**src/pkg/ssd_map.svh**
```systemverilog
/*
 * Encodings, field positions, flag positions and reset values for the
 * subtract / nibble exchange / direction load execution block.
 * Assumes a 12-bit instruction word and an 8-bit data path.
 */
`ifndef SSD_MAP_SVH
`define SSD_MAP_SVH

// ************************************************************
// Instruction fields
// ************************************************************
`define SSD_OPC_HI        11
`define SSD_OPC_LO        6
`define SSD_DEST_BIT      5
`define SSD_FADDR_HI      4
`define SSD_FADDR_LO      0
`define SSD_DIRSEL_HI     2
`define SSD_DIRSEL_LO     0

// ************************************************************
// Opcode patterns
// ************************************************************
`define SSD_OPC_SUB       6'h02
`define SSD_OPC_SWAP      6'h0e
`define SSD_DIRLOAD_MASK  12'hff8
`define SSD_DIRLOAD_VAL   12'h000
`define SSD_DIRSEL_MIN    3'h5
`define SSD_DIRSEL_MAX    3'h7
`define SSD_DEST_ACC      1'h0
`define SSD_DEST_FILE     1'h1

// ************************************************************
// Status flag positions
// ************************************************************
`define SSD_FLAG_CARRY    0
`define SSD_FLAG_DIGIT    1
`define SSD_FLAG_ZERO     2

// ************************************************************
// Reset values
// ************************************************************
`define SSD_ACC_RESET     8'h00
`define SSD_STATUS_RESET  3'h0
`define SSD_DIR_RESET     8'hff

`endif

```
**src/pkg/ssd_pkg.sv**
```systemverilog
/*
 * Types shared by the execution block files.
 * Assumes ssd_map.svh supplies all numeric constants.
 */
package ssd_pkg;

    // Instruction classes recognised by this block
    typedef enum {
        SSD_OP_NONE,
        SSD_OP_SUB,
        SSD_OP_SWAP,
        SSD_OP_DIRLOAD
    } ssd_op_t;

endpackage

```
**src/ssd_decode.sv**
```systemverilog
/*
 * Combinational decoder: classifies a 12-bit instruction word.
 * Assumes the word is stable for the whole instruction cycle.
 */
`timescale 1ns/1ns
`include "ssd_map.svh"

module ssd_decode
    import ssd_pkg::*;
(
    input  wire logic [11:0] instr,     // Instruction word
    output ssd_op_t          opKind,    // Decoded class
    output logic             destFile,  // Destination is file register
    output logic [4:0]       fileAddr,  // File register address
    output logic [2:0]       dirSel     // Direction register select
);

    logic [5:0] opc;

    // ************************************************************
    // Field extraction and classification
    // ************************************************************
    always_comb
    begin
        opc      = instr[`SSD_OPC_HI:`SSD_OPC_LO];
        destFile = instr[`SSD_DEST_BIT];
        fileAddr = instr[`SSD_FADDR_HI:`SSD_FADDR_LO];
        dirSel   = instr[`SSD_DIRSEL_HI:`SSD_DIRSEL_LO];
        opKind   = SSD_OP_NONE;
        if (opc == `SSD_OPC_SUB)
        begin
            opKind = SSD_OP_SUB;
        end
        else if (opc == `SSD_OPC_SWAP)
        begin
            opKind = SSD_OP_SWAP;
        end
        // Only selects 5..7 of the three-bit field are accepted; selects 0..4 do nothing
        else if (((instr & `SSD_DIRLOAD_MASK) == `SSD_DIRLOAD_VAL) &&
                 (dirSel >= `SSD_DIRSEL_MIN))
        begin
            opKind = SSD_OP_DIRLOAD;
        end
    end

endmodule

```
**src/ssd_exec.sv**
```systemverilog
/*
 * Execution unit for three instructions of a small 8-bit core:
 * subtract accumulator from file register, nibble exchange, and
 * direction load. Results are registered, so each instruction
 * finishes in the cycle it is presented and the next one sees it.
 * Select codes 8 and 9 do not fit the three-bit operand field and
 * are not built.
 *
 * Assumes the core presents one instruction and its file operand per
 * clock, with fileRdData already holding the file register that the
 * instruction addresses. The core must write the file register back
 * when fileWrEn pulses; this block keeps no file register storage.
 * Assumes all inputs come from logic on the same clock, so none of
 * them is synchronised here.
 */
`timescale 1ns/1ns
`include "ssd_map.svh"

module ssd_exec
    import ssd_pkg::*;
#(
    parameter int DATA_W = 8,  // Data path width
    parameter int DIR_N  = 3   // Direction registers (selects 5..7)
)
(
    input  wire logic               clk,            // 50 MHz core clock
    input  wire logic               reset,          // Sync reset, high
    input  wire logic               instrValid,     // Instruction present
    input  wire logic [11:0]        instr,          // Instruction word
    input  wire logic [DATA_W-1:0]  fileRdData,     // Addressed file value
    output logic [DATA_W-1:0]       accOut,         // Accumulator
    output logic                    carryFlag,      // Carry, 1 = no borrow
    output logic                    digitCarryFlag, // Low nibble carry
    output logic                    zeroFlag,       // Result was zero
    output logic                    fileWrEn,       // File write pulse
    output logic [4:0]              fileWrAddr,     // File write address
    output logic [DATA_W-1:0]       fileWrData,     // File write data
    output logic [DIR_N*DATA_W-1:0] dirRegs         // Direction regs, 5 low
);

    // Decoder outputs
    ssd_op_t           opKind;
    logic              destFile;
    logic [4:0]        fileAddr;
    logic [2:0]        dirSel;

    // Architectural state and its next values
    logic [DATA_W-1:0] acc_q, acc_d;
    logic [2:0]        status_q, status_d;
    logic              fwEn_q, fwEn_d;
    logic [4:0]        fwAddr_q, fwAddr_d;
    logic [DATA_W-1:0] fwData_q, fwData_d;
    logic [DATA_W-1:0] dir_q [DIR_N];
    logic [DATA_W-1:0] dir_d [DIR_N];

    // Arithmetic intermediates
    logic [DATA_W:0]   diff;
    logic [4:0]        lowDiff;
    logic [DATA_W-1:0] swapped;
    logic [2:0]        subFlags;
    logic [DATA_W-1:0] result;
    logic              writeBack;

    // ************************************************************
    // Decode
    // ************************************************************
    // Selects 8 and 9 cannot be coded in the three-bit field, so only
    // three direction registers exist behind selects 5 to 7
    ssd_decode u_decode
    (
        .instr    (instr),
        .opKind   (opKind),
        .destFile (destFile),
        .fileAddr (fileAddr),
        .dirSel   (dirSel)
    );

    // ************************************************************
    // Arithmetic
    // ************************************************************
    // Borrow is caught by a ninth bit: f + ~W + 1 carries out on no
    // borrow, so the carry flag falls straight out of the adder
    always_comb
    begin
        diff     = {1'b0, fileRdData} + {1'b0, ~acc_q} +
                   {{DATA_W{1'b0}}, 1'b1};
        // Same trick on the low nibble gives the digit carry
        lowDiff  = {1'b0, fileRdData[3:0]} + {1'b0, ~acc_q[3:0]} + 5'h01;
        swapped  = {fileRdData[3:0], fileRdData[7:4]};
        subFlags = '0;
        subFlags[`SSD_FLAG_CARRY] = diff[DATA_W];
        subFlags[`SSD_FLAG_DIGIT] = lowDiff[4];
        subFlags[`SSD_FLAG_ZERO]  = (diff[DATA_W-1:0] == '0);
    end

    // ************************************************************
    // Datapath and next state
    // ************************************************************
    // Refused and unknown words fall through with every value held except fileWrEn, which drops to 0
    always_comb
    begin
        result    = '0;
        writeBack = 1'b0;
        acc_d     = acc_q;
        status_d  = status_q;
        fwEn_d    = 1'b0;
        fwAddr_d  = fwAddr_q;
        fwData_d  = fwData_q;
        if (instrValid)
        begin
            case (opKind)
                SSD_OP_SUB:
                begin
                    // Only the subtract touches the flags
                    result    = diff[DATA_W-1:0];
                    writeBack = 1'b1;
                    status_d  = subFlags;
                end
                SSD_OP_SWAP:
                begin
                    // Flags are left as they were
                    result    = swapped;
                    writeBack = 1'b1;
                end
                default:
                begin
                    writeBack = 1'b0;
                end
            endcase
            // Destination bit steers the one result to W or the file
            if (writeBack)
            begin
                if (destFile == `SSD_DEST_ACC)
                begin
                    acc_d = result;
                end
                else
                begin
                    fwEn_d   = 1'b1;
                    fwAddr_d = fileAddr;
                    fwData_d = result;
                end
            end
        end
    end

    // ************************************************************
    // Direction registers
    // ************************************************************
    // One register per direction select, loaded from the accumulator.
    // They reset to all ones and hold until the core loads them.
    genvar gi;
    generate
        for (gi = 0; gi < DIR_N; gi++)
        begin : g_dir
            always_comb
            begin
                dir_d[gi] = dir_q[gi];
                // Load only on an accepted direction load to this select
                if (instrValid && (opKind == SSD_OP_DIRLOAD) &&
                    (dirSel == 3'(gi + 5)))
                begin
                    dir_d[gi] = acc_q;
                end
            end
            always_ff @(posedge clk)
            begin
                if (reset)
                begin
                    dir_q[gi] <= `SSD_DIR_RESET;
                end
                else
                begin
                    dir_q[gi] <= dir_d[gi];
                end
            end
            assign dirRegs[gi*DATA_W +: DATA_W] = dir_q[gi];
        end
    endgenerate

    // ************************************************************
    // State registers: every result lands at the next edge
    // Write address and data hold between pulses; only fileWrEn marks them
    // ************************************************************
    always_ff @(posedge clk)
    begin
        if (reset)
        begin
            acc_q    <= `SSD_ACC_RESET;
            status_q <= `SSD_STATUS_RESET;
            fwEn_q   <= 1'b0;
            fwAddr_q <= 5'h00;
            fwData_q <= '0;
        end
        else
        begin
            acc_q    <= acc_d;
            status_q <= status_d;
            fwEn_q   <= fwEn_d;
            fwAddr_q <= fwAddr_d;
            fwData_q <= fwData_d;
        end
    end

    // ************************************************************
    // Outputs
    // ************************************************************
    // Every output is a flop output; nothing combinational reaches a pin
    assign accOut         = acc_q;
    assign carryFlag      = status_q[`SSD_FLAG_CARRY];
    assign digitCarryFlag = status_q[`SSD_FLAG_DIGIT];
    assign zeroFlag       = status_q[`SSD_FLAG_ZERO];
    assign fileWrEn       = fwEn_q;
    assign fileWrAddr     = fwAddr_q;
    assign fileWrData     = fwData_q;

endmodule

```
**config.mk**
```make
export PLATFORM = sky130hd
export DESIGN_NAME = ssd_exec
export DESIGN_NICKNAME = d
export VERILOG_FILES = /design/src/pkg/ssd_pkg.sv /design/src/ssd_decode.sv /design/src/ssd_exec.sv
export VERILOG_INCLUDE_DIRS = /design/src /design/src/pkg
export SDC_FILE = /design/constraint.sdc
export NUM_CORES = 1
export LEC_CHECK = 0
export BUFFER_PORTS_ARGS = -buffer_cell sky130_fd_sc_hd__clkbuf_2
export CORE_ASPECT_RATIO = 2
export CORE_UTILIZATION = 35
export DETAILED_ROUTE_END_ITERATION = 8
export GPL_TIMING_DRIVEN = 0
export SYNTH_ARGS = -nofsm -noshare
export SYNTH_HDL_FRONTEND = slang
export SYNTH_HIERARCHICAL = 1
export SYNTH_SLANG_ARGS = --single-unit
```
**constraint.sdc**
```tcl
create_clock -name clk -period 7.15 [get_ports clk]
set_input_delay 1.0725 -clock clk [delete_from_list [all_inputs] [get_ports clk]]
set_output_delay 1.0725 -clock clk [all_outputs]
set_load 0.005 [all_outputs]
```
==> flow_summary_export.csv <==
group,metric,value,unit
cts,post-cts-setup-buffers,0,
worst_setup_path,cp.required,7.30,ns
pwr,cellPowerDensity,163.0,nW/um2
global_routing,antenna_found_initial,0,
global_routing,grt_pass1_vias,2416,
run_status,status,"finished clean",
routing,ant_nets,0,
worst_setup_path,end_kind,"flip-flop",
cts,cts_tree,"yes",
routing,wl_per_cell,13.79,um
cts,cts-root-buf,"clkbuf_16",
timing,fmax,268.9,MHz
run,maxCapViolations,0,
synthesis,ys_seq_area_share,35.73,%
final_layout,stdcell_count,518,
floorplan,core_area,7601,um2
worst_setup_path,worstPathMaxFanout,10,
synthesis,ys_ff_latch,49,
placed_design,numPortBuffers,71,
cts,postCtsHoldBufs,0,
synthesis,async_reset_ff_share,0,%
timing,min_period_over_period,52.00,%
timing,fin_crit,3.718,ns
routing,drt_iter0_drc,100,
worst_setup_path,cp.arrival,3.86,ns
cts,cts_buffer_depth,2,
worst_setup_path,crit_path_start_kind,"primary input",
cts,ctsResizeCount,0,
floorplan,initial_core_util,36.12,%
timing,finalHoldViolations,0,
synthesis,ys_types,54,
cts,cts_sinks,49,
placed_design,dpl_worst_slack,3.084,ns
final_layout,area_growth,26.39,%
pwr,ir_worst_vdd,92.66,uV
final_layout,drive_above_1_share,33.73,%
timing,skew,0.006193,ns
routing,drc_errors,0,
synthesis,syn_inst,316,
global_routing,grt_overflow,0,
global_routing,grt_max_degree,16,
routing,avgViaCountPerCell,4.743,
global_routing,grt.total_usage,18.81,%
timing,finalSetupViolations,0,
hold_path,worst_hold_path_type,"flip-flop to flip-flop",
timing,slew_headroom,47.02,%
routing,dr.pass1.iters,4,
placed_design,dp_hpwl,5.957,mm
timing,holdWs,0.4585,ns
synthesis,synth_area_per_cell,8.687,um2
timing,max_slew.worst_pin.slew,0.7747,ns
cts,numCtsBuffers,5,
synthesis,synth_area_leaders,"dfxtp_1 36%, buf_4 11%, nand2_1 6.7%",
synthesis,synth_area_leader_cell,"dfxtp_1",
placed_design,dp_cells,510,
cts,clock_latency,0.29,ns
final_layout,layout.nets,456,
floorplan,die_area,8223,um2
cts,cts.clk_slew.worst_paths,0.07,ns
global_routing,grt_pass1_wl,11.61,mm
synthesis,yosys_warnings,6,
synthesis,synth_common_cells,"49 x dfxtp_1, 49 x nand2_1, 42 x buf_4",
placed_design,gp_congestion,0.8801,
timing,tns,0,ns
timing,drv_slew,0,
timing,fin_ws,3.432,ns
synthesis,synth_top_area_share,35.73,%
final_layout,num_antenna_cells,0,
floorplan,num_rows,45,
cts,cts.htree.levels,2,
routing,vias,2457,
routing,drt_wl_total,7.143,mm
floorplan,dieWidth,64.62,um
floorplan,io_pins,72,
synthesis,synth-main-ff-cell,"dfxtp_1",
pwr,p_leak,1.716,nW
synthesis,synth_edf_count,0,
synthesis,mappedNetlistArea,2745,um2
worst_setup_path,worst-setup-path-type,"primary input to flip-flop",
timing,rsz0062_at_grt,"no",
floorplan,die_y,127.2,um
layer usage:
layer / vias to the layer above / GRT usage [%] / wire, um
met5: - / 0 / 0
met4: 0 / 11.76 / 380
met3: 24 / 3.036 / 248
met2: 71 / 36.66 / 4015
met1: 1100 / 17.20 / 2499
li1: 1262 / - / -
cells in the final DEF (no fill, tap or decap), drive strengths merged, types with 3 or more instances in the layout:
cell / netlist / routed
nand3b: 4 / 4
clkbuf: 5 / 82
nor2: 15 / 15
nand2: 49 / 49
buf: 46 / 46
or2: 3 / 3
conb: 1 / 30
xor2: 3 / 3
a21oi: 18 / 18
o211ai: 22 / 22
and4b: 3 / 3
or3: 3 / 3
or4: 3 / 3
a22oi: 5 / 5
mux2i: 6 / 6
dfxtp: 49 / 49
nand3: 7 / 7
o21ai: 10 / 10
ha: 9 / 9
inv: 14 / 15
nor4: 9 / 9
where the power goes:
group	switching, mW	internal, mW	total (mW)
Sequential	0.000000000000801	0.273	0.273
Clock	0.106	0.131	0.236
Combinational	0.0287	0.0277	0.0564
cells by family after synthesis:
logic type,count (synthesis),synth area share [%]
and+or+nand+nor,107,20.88
AOI/OAI and AO/OA,73,19.60
buffers and inverters,65,15.04
DFF,49,35.73
adders and majority gates,10,4.831
muxes,6,2.188
xor gates and xnor gates,5,1.596
other,1,0.1366
area by class of cell:
class / count / area (um2)
plain buffers: 51 / 360.3
clock buffers: 6 / 128.9
clock inverters: 2 / 13.76
fillers: 783 / 4131
inverters: 14 / 52.55
multi-input cells: 231 / 1460
flip-flops and latches: 49 / 980.9
well taps: 94 / 117.6
repair buffers: 71 / 355.3
metrics by stage:
stage                     instance area [um2]  utilization (%)  total power [mW]
after floorplan                          2854                -            0.3187
after global placement                   3327            43.77            0.3337
after detailed placement                 3327            43.77            0.3342
after CTS                                3470            45.65            0.5678
after global routing                     3470            45.65            0.5890
final                                    3470            45.65            0.5655
registers in the layout, indices dropped and copies added, names as in the netlist:
name,cells
dir_q,24
accOut,8
fileWrData,8
fileWrAddr,5
status_q,3
fileWrEn,1
worst max-delay path, cell delays in order:
cell and delay (ns):
clkbuf_2 0.09, nor4b_1 0.27, o21ai_0 0.19, a2111oi_0 0.74, and2_1 0.23, nand4_1 0.14, nor4_2 0.44, nand3_2 0.26
buf_2 0.25, nand2_1 0.09, o211ai_1 0.08
path summary, 6_finish.rpt:
kind	cells after the start	start	endpoint	slack, ns
worst min register to register	2	fileWrAddr[4]	fileWrAddr[4]	0.46
worst max register to register	9	accOut[0]	status_q[2]	4.37
worst min-delay path	2	fileWrAddr[4]	fileWrAddr[4]	0.46
worst max-delay path	11	instr[4]	dir_q[2][2]	3.43
Note: power is estimated with default switching activity, not from simulation.
